File: src/inc/iors_pkg.sv
/*
  Shared constants and types for the discrete I/O refresh and matrix scan
  block. Assumes a 20 MHz system clock.
*/
`default_nettype none

package iors_pkg;

   // =========================================================================
   // Point counts and widths
   localparam int  IORS_IN_POINTS   = 32;
   localparam int  IORS_OUT_POINTS  = 16;
   localparam int  IORS_REF_IN_MAX  = 16;
   localparam int  IORS_REF_OUT_MAX = 8;
   localparam int  IORS_GROUP       = 8;
   localparam int  IORS_MTX_COL_BASE = 16;
   localparam int  IORS_ROWS_MAX    = 8;
   localparam int  IORS_ROWS_MIN    = 2;
   localparam logic [4:0] IORS_COUNT_8  = 5'h08;
   localparam logic [4:0] IORS_COUNT_16 = 5'h10;

   // =========================================================================
   // Timing
   localparam int  IORS_CLOCK_HZ    = 20000000;
   localparam int  IORS_ROW_MS      = 20;
   localparam int  IORS_ROW_CYCLES  = IORS_CLOCK_HZ / 1000 * IORS_ROW_MS;

   // =========================================================================
   // Scan phases
   typedef enum logic [1:0] {
      IORS_IDLE,
      IORS_SAMPLE,
      IORS_RUN,
      IORS_END
   } iors_phase_type;

endpackage

`default_nettype wire

File: src/inc/iors_row_if.sv
/*
  Carrier between the scan controller and the matrix row sequencer.
  Assumes both ends share one clock.
*/
`timescale 1ns/10ps
`default_nettype none

interface iors_row_if;
   import iors_pkg::*;

   logic       enable;
   logic [3:0] rows;
   logic       tick;
   logic [2:0] row;
   logic       row_valid;

   modport ctrl
   (
      output enable,
      output rows,
      input  tick,
      input  row,
      input  row_valid
   );

   modport seq
   (
      input  enable,
      input  rows,
      output tick,
      output row,
      output row_valid
   );
endinterface

`default_nettype wire

File: src/core/iors_io_core.sv
/*
  Discrete I/O image handling with immediate refresh and matrix scan.
  Assumes the program sequencer issues scan_start, end_done and refresh
  requests as one-cycle pulses on this clock; field inputs are asynchronous.
*/
// Function
// - Sample inputs to image before step zero.
// - Outputs latch from image after end or on output refresh.
// - Immediate refresh updates points mid scan.
// - Input refresh covers points zero to seventeen octal.
// - Output refresh covers points zero to seven.
// - Refresh count 8 or 16, else error.
// - Refresh also works during interrupt processing.
// - Eight columns, two to eight rows.
// - Rows cycle; each row stores own result byte.
// - Rows advance every 20 ms immediately.
`timescale 1ns/10ps
`default_nettype none

module iors_io_core
   import iors_pkg::*;
#(
   parameter int IN_POINTS  = IORS_IN_POINTS,
   parameter int OUT_POINTS = IORS_OUT_POINTS,
   parameter int ROW_CYCLES = IORS_ROW_CYCLES
)
(
   input  wire logic                  clock,
   input  wire logic                  rst_n,
   input  wire logic [IN_POINTS-1:0]  in_pins,
   output logic      [OUT_POINTS-1:0] out_pins,
   input  wire logic                  scan_start,
   input  wire logic                  end_done,
   output logic      [IN_POINTS-1:0]  in_image,
   input  wire logic                  img_we,
   input  wire logic [3:0]            img_index,
   input  wire logic                  img_value,
   output logic      [OUT_POINTS-1:0] out_image,
   input  wire logic                  ref_req,
   input  wire logic                  ref_is_out,
   input  wire logic [4:0]            ref_start,
   input  wire logic [4:0]            ref_count,
   output logic                       ref_error,
   input  wire logic                  matrix_scan_op,
   input  wire logic [3:0]            mtx_rows,
   input  wire logic [1:0]            mtx_col_group,
   output logic      [IORS_ROWS_MAX-1:0] mtx_row_out,
   output logic      [IORS_ROWS_MAX*IORS_GROUP-1:0] mtx_result,
   output logic                       mtx_error
);

   // ========================================================================
   // Input synchroniser
   logic [IN_POINTS-1:0] pin_meta;
   logic [IN_POINTS-1:0] pin_sync;

   always_ff @(posedge clock or negedge rst_n)
   begin
      if (!rst_n)
      begin
         pin_meta <= '0;
         pin_sync <= '0;
      end
      else
      begin
         pin_meta <= in_pins;
         pin_sync <= pin_meta;
      end
   end

   // ========================================================================
   // Request checks
   logic ref_ok;
   logic ref_range_ok;
   logic mtx_ok;

   always_comb
   begin
      ref_ok = (ref_count == IORS_COUNT_8) || (ref_count == IORS_COUNT_16);
      // Misaligned starts are the requester's fault; they are refused too.
      if (ref_start[2:0] != 3'h0)
         ref_ok = 1'b0;
      if (ref_is_out)
         ref_range_ok = (ref_start == 5'h00);
      else
         ref_range_ok = ({1'b0, ref_start} + {1'b0, ref_count})
                        <= 6'(IORS_REF_IN_MAX);
      mtx_ok = (mtx_rows >= 4'(IORS_ROWS_MIN))
               && (mtx_rows <= 4'(IORS_ROWS_MAX))
               && (mtx_col_group
                   >= 2'(IORS_MTX_COL_BASE / IORS_GROUP));
   end

   // ========================================================================
   // Row sequencer
   iors_row_if row_bus ();

   assign row_bus.enable = matrix_scan_op && mtx_ok;
   assign row_bus.rows   = mtx_rows;

   iors_row_seq #(
      .ROW_CYCLES (ROW_CYCLES)
   ) u_row_seq (
      .clock (clock),
      .rst_n (rst_n),
      .bus   (row_bus)
   );

   // ========================================================================
   // Images, latch and matrix state
   logic [IN_POINTS-1:0]  next_in_image;
   logic [OUT_POINTS-1:0] next_out_image;
   logic [OUT_POINTS-1:0] next_out_pins;
   logic                  next_ref_error;
   logic                  next_mtx_error;
   logic [IORS_ROWS_MAX-1:0] next_mtx_row_out;
   logic [IORS_ROWS_MAX*IORS_GROUP-1:0] next_mtx_result;
   logic [IORS_GROUP-1:0] columns;

   // Columns are an aligned byte of the synchronised inputs; only groups from point 16 up pass mtx_ok.
   assign columns = pin_sync[{mtx_col_group, 3'h0} +: IORS_GROUP];

   always_comb
   begin
      next_in_image    = in_image;
      next_out_image   = out_image;
      next_out_pins    = out_pins;
      next_ref_error   = 1'b0;

      if (img_we)
         next_out_image[img_index] = img_value;

      if (scan_start)
         next_in_image = pin_sync;

      if (end_done)
         next_out_pins = next_out_image;

      // Refresh works on any cycle, including interrupt service.
      if (ref_req)
      begin
         if (ref_ok && ref_range_ok)
         begin
            if (ref_is_out)
               next_out_pins[ref_start[3:0] +: IORS_REF_OUT_MAX] =
                  next_out_image[ref_start[3:0] +: IORS_REF_OUT_MAX];
            else if (ref_count == IORS_COUNT_16)
               next_in_image[IORS_REF_IN_MAX-1:0] =
                  pin_sync[IORS_REF_IN_MAX-1:0];
            else
               next_in_image[ref_start[3:0] +: IORS_GROUP] =
                  pin_sync[ref_start[3:0] +: IORS_GROUP];
         end
         else
         begin
            next_ref_error = 1'b1;
         end
      end
   end

   always_ff @(posedge clock or negedge rst_n)
   begin
      if (!rst_n)
      begin
         in_image    <= '0;
         out_image   <= '0;
         out_pins    <= '0;
         ref_error   <= 1'b0;
      end
      else
      begin
         in_image    <= next_in_image;
         out_image   <= next_out_image;
         out_pins    <= next_out_pins;
         ref_error   <= next_ref_error;
      end
   end

   // ========================================================================
   // Matrix rows and results
   // The row interval must be at least four cycles: a shorter one would
   // capture the columns before the synchroniser has seen the new row.
   always_comb
   begin
      next_mtx_error   = matrix_scan_op && !mtx_ok;
      next_mtx_row_out = '0;
      next_mtx_result  = mtx_result;

      if (row_bus.row_valid)
      begin
         next_mtx_row_out[row_bus.row] = 1'b1;
         // Columns are captured in the last cycle of each row interval so
         // the field wiring has settled; result row 0 sits in the low byte.
         if (row_bus.tick)
            next_mtx_result[row_bus.row*IORS_GROUP +: IORS_GROUP] =
               columns;
      end
   end

   always_ff @(posedge clock or negedge rst_n)
   begin
      if (!rst_n)
      begin
         mtx_error   <= 1'b0;
         mtx_row_out <= '0;
         mtx_result  <= '0;
      end
      else
      begin
         mtx_error   <= next_mtx_error;
         mtx_row_out <= next_mtx_row_out;
         mtx_result  <= next_mtx_result;
      end
   end

endmodule

`default_nettype wire

File: src/core/iors_row_seq.sv
/*
  Row sequencer of the matrix scan: steps through rows on a fixed interval.
  Assumes the controller holds enable and a valid row count while active.
*/
`timescale 1ns/10ps
`default_nettype none

module iors_row_seq
   import iors_pkg::*;
#(
   parameter int ROW_CYCLES = IORS_ROW_CYCLES
)
(
   input  wire logic clock,
   input  wire logic rst_n,
   iors_row_if.seq   bus
);

   logic [31:0] timer;
   logic [31:0] next_timer;
   logic [2:0]  row;
   logic [2:0]  next_row;
   logic        next_tick;

   always_comb
   begin
      next_timer = timer;
      next_row   = row;
      next_tick  = 1'b0;
      if (!bus.enable)
      begin
         next_timer = 32'h0;
         next_row   = 3'h0;
      end
      else if (timer >= 32'(ROW_CYCLES - 1))
      begin
         // Row advances every interval and wraps after the last row.
         next_timer = 32'h0;
         next_tick  = 1'b1;
         if ({1'b0, row} >= bus.rows - 4'h1)
            next_row = 3'h0;
         else
            next_row = row + 3'h1;
      end
      else
      begin
         next_timer = timer + 32'h1;
      end
   end

   always_ff @(posedge clock or negedge rst_n)
   begin
      if (!rst_n)
      begin
         timer <= 32'h0;
         row   <= 3'h0;
      end
      else
      begin
         timer <= next_timer;
         row   <= next_row;
      end
   end

   // The tick marks the last cycle of a row while that row is still current,
   // so the capture lands in the row's own result byte.
   assign bus.tick      = next_tick;
   assign bus.row       = row;
   assign bus.row_valid = bus.enable;

endmodule

`default_nettype wire

File: config.mk
export PLATFORM = sky130hd
export DESIGN_NAME = iors_io_core
export DESIGN_NICKNAME = d
export VERILOG_FILES = /design/src/inc/iors_pkg.sv /design/src/inc/iors_row_if.sv /design/src/core/iors_io_core.sv /design/src/core/iors_row_seq.sv
export SDC_FILE = /design/constraint.sdc
export NUM_CORES = 1
export LEC_CHECK = 0
export BUFFER_PORTS_ARGS = -buffer_cell sky130_fd_sc_hd__buf_4
export CORE_ASPECT_RATIO = 0.8
export CORE_MARGIN = 2
export CORE_UTILIZATION = 33
export CTS_CLUSTER_SIZE = 30
export DETAILED_ROUTE_END_ITERATION = 6
export PLACE_DENSITY = 0.55
export SYNTH_ARGS = -nofsm -noshare
export SYNTH_HDL_FRONTEND = slang
export SYNTH_SLANG_ARGS = --single-unit
File: constraint.sdc
create_clock -name clock -period 2.95 [get_ports clock]
set_input_delay 0.295 -clock clock [delete_from_list [all_inputs] [get_ports clock]]
set_output_delay 0.295 -clock clock [all_outputs]
set_load 0.02 [all_outputs]
==> summary.md <==
| Metric | Value |
|---|---|
| # rows | `64` |
| CTS buffer count | `26` |
| Fmax | `353.0 MHz` |
| Post-synth EDFFs | `0` |
| Area of the multi-input gates | `approximately 6600 um2` |
| Routed vias | `about 11,000` |
| CP Class | `reg2reg` |
| Reg clk slew, reported paths | `0.06 ns` |
| Final GP Congestion | `0.8963` |
| Syn Area/Cell | `10.57 um2` |
| Die Span Y | `about 180 um` |
| Initial Util | `between 30% and 40%` |
| Post-layout util | `roughly 45%` |
| # diodes | `0` |
| Synth Instances | `1,221` |
| Worst path max stage delay | `0.57 ns` |
| IO Pins | `199` |
| Largest delay share family, worst path | `compound AO/OA/AOI/OAI gates` |
| Netlist cell types | `99` |
| NumNets Final | `1,648` |
| Final cycle utilization of the critical path | `96.02%` |
| Die width | `roughly 230 um` |
| Async SR Flop Fraction | `100.0%` |
| Power per cell area | `536.5 nW/um2` |
| Worst setup EP type | `flop` |
| CORE AREA | `38,440 um2` |
| Worst-Skew Late Latency | `between 0.5 and 0.6 ns` |
| Global route total overflow | `0` |
| Root buffer cell | `clkbuf_16` |
| DR iter-0 viols | `1,105` |
| Critical path startpoint category | `flop` |
| Largest net degree at the start of global routing | `94` |
| Worst slew pin tran | `1.110 ns` |
| DP Cell Count | `around 2,000` |
| First-pass GRT wire length | `approximately 69,000 um` |
| WP buf/inv | `1` |
| Tmin final | `between 2 and 3 ns` |
| Largest area contributor in the netlist | `dfrtp_1` |
| Crit-path max FO | `6` |
| Initial antenna violation count | `1` |
| Ys flop type | `dfrtp_1` |
| H-tree depth | `1` |
| Static leakage | `7.871 nW` |
| Filler cells | `3,671` |
| Area grow syn2layout | `33.35%` |
| Synth area leaders | `dfrtp_1 (46%), mux2_2 (6.0%), mux2i_1 (4.4%), mux4_2 (3.3%), nor2_1 (2.8%)` |
| Router iterations before antenna repair | `7` |
| Vias in the first global route | `11,019` |
| Antenna-violating nets left | `0` |
| Hold/Removal Path Class | `in2reg` |
| CTS tree | `yes` |
| Final Non-Filler Cells | `about 2,100` |
| Slowest library cell on the worst path | `dfrtp_1` |
| Status | `finished, final reports clean` |
| GRT Total Usage | `21.94%` |
| Warnings, synthesis | `0` |
| Port Buffers | `just under 200` |
| Final Setup Violations | `0` |
| Synth Register Bits | `237` |
| CTS Buffer Depth | `3` |
| RSZ-0062 raised after global routing | `no` |
| Die Area | `40,730 um2` |
| Hpwl dp | `roughly 35,000 um` |
| Register area | `5931 um2` |
| Max-Slew Margin vs Limit | `25.85%` |
| Layout cells sized above 1 | `32.70%` |
| Vias per cell | `5.424` |
| Max Slew Vio Count | `0` |
| Synth top area share | `45.93%` |
| Routed wire length | `about 45,000 um` |
| Clock sinks | `237` |
| Final hold violation count | `0` |
| Routed length per instance | `21.71 um` |
| Worst path arrival time | `3.28 ns` |
| Critical path, cell by cell | `mux2_1, a2bb2oi_1, a31oi_2, nor3b_1, a221o_1, a32oi_1, buf_4, o211a_1, o31ai_1` |
| CP Data Required Time | `3.40 ns` |
| Sequential fraction of the synthesis area | `45.93%` |
| Max-cap viol count | `0` |
| Peak VDD IR | `0.3892 mV` |
| Post-Syn Area | `12,910 um2` |
| Drt drc | `0` |
| Clock Skew | `0.02759 ns` |
[layout by cell type, fill, tap and decap left out, types with 8 or more instances in the layout]
master and instances:
buf_4 337, dfrtp_1 237, nor2b_1 21, clkbuf_16 27, nand3_1 30, mux2_1 21, a31oi_1 23, a211oi_1 19
mux4_2 19, mux2i_1 56, and2_1 27, o21ai_0 41, o31ai_1 11, nand2b_1 12, and3_1 14, xor2_1 16
nor2_1 98, buf_12 10, xnor2_1 8, inv_1 18, dlygate4sd3_1 34, o21ai_1 9, nand2_1 91, ha_1 19
conb_1 13, nor4_1 9, o211ai_1 14, a221oi_1 14, nor3_1 20, mux2_2 69, a21oi_1 56
[through the flow]
step	TNS [ns]	total power [mW]	hold WS (ns)	instance area, um2	setup WS, ns
after floorplan	0	4.819	-0.0005911	13000	0.01407
after global placement	-0.5616	5.877	0.2031	15970	-0.1129
after detailed placement	-0.2483	5.880	0.2056	15970	-0.05697
after CTS	0	9.307	0.007420	17190	0.1149
after global routing	0	9.647	0.01690	17220	0.01798
final	0	9.237	0.02880	17220	0.1173
[cell type report]
| type | count | share of cell area (%) |
|---|---|---|
| inverters | 22 | 0.4942 |
| multi-input cells | 898 | 38.44 |
| repair buffers | 382 | 17.92 |
| well taps | 495 | 3.597 |
| clock buffers | 34 | 4.251 |
| clock inverters | 11 | 0.8503 |
| flip-flops and latches | 237 | 34.45 |
[worst paths after layout]
kind | startpoint | to | slack, ns | cells after the start
max | pin_sync[12]$_DFF_PN0_ | in_image[5]$_DFF_PN0_ | 0.12 | 9
min | matrix_scan_op | mtx_error$_DFF_PN0_ | 0.03 | 2
max reg2reg | pin_sync[12]$_DFF_PN0_ | in_image[5]$_DFF_PN0_ | 0.12 | 9
min reg2reg | pin_meta[26]$_DFF_PN0_ | pin_sync[26]$_DFF_PN0_ | 0.33 | 0
max in group asynchronous | rst_n | pin_sync[19]$_DFF_PN0_ | 1.87 | 3
min in group asynchronous | rst_n | mtx_result[17]$_DFFE_PN0P_ | 0.22 | 2
[synth_stat cells, drive strengths merged (8+ instances only)]
cell	number
a211oi	20
a21oi	57
a221oi	14
a31oi	25
and2	27
and3	15
and3b	8
buf	37
clkbuf	39
dfrtp	237
ha	19
inv	22
mux2	90
mux2i	58
mux4	19
nand2	92
nand2b	13
nand3	30
nor2	99
nor2b	21
nor3	23
nor4	10
o211ai	14
o21ai	51
o22ai	8
o31ai	11
or2	11
xnor2	8
xor2	16
[report_power, final]
| part | internal (mW) | switching [mW] | leakage [nW] |
|---|---|---|---|
| logic | 0.967 | 1.24 | 4.45 |
| registers | 3.48 | 0.185 | 3.00 |
| clock network | 2.01 | 1.35 | 0.426 |
| total | 6.46 | 2.78 | 7.87 |
[logic make-up after synthesis]
group                    synth area share, %
AO/OA/AOI/OAI                          15.97
XOR/XNOR                               1.628
multiplexers                           15.76
adder cells (fa/ha/maj)                1.996
buffers and inverters                  3.479
flip-flops                             45.93
other                                0.02904
AND/OR/NAND/NOR                        15.21
[state kept, by name, indices dropped and copies added, names as in the netlist]
| signal | count |
|---|---|
| pin_meta | 32 |
| pin_sync | 32 |
| in_image | 32 |
| mtx_error | 1 |
| mtx_result | 64 |
| u_row_seq.timer | 32 |
| ref_error | 1 |
| out_image | 16 |
| mtx_row_out | 8 |
| out_pins | 16 |
| u_row_seq.bus.row | 3 |
[repair_timing]
item,CTS,global route
setup buffers,0,0
resized for setup,0,6
setup endpoints to repair,0,14
hold endpoints to repair,71,0
hold buffers,34,0
[per-layer routing]
metal | up-vias | routed length, um | GRT usage [%]
met2 | 397 | 19330 | 31.99
met1 | 5608 | 21740 | 33.81
met5 | - | 0 | 0
met4 | 0 | 977 | 4.583
li1 | 5214 | - | -
met3 | 58 | 3093 | 3.789
No activity file was read; power rests on OpenSTA's default activity.
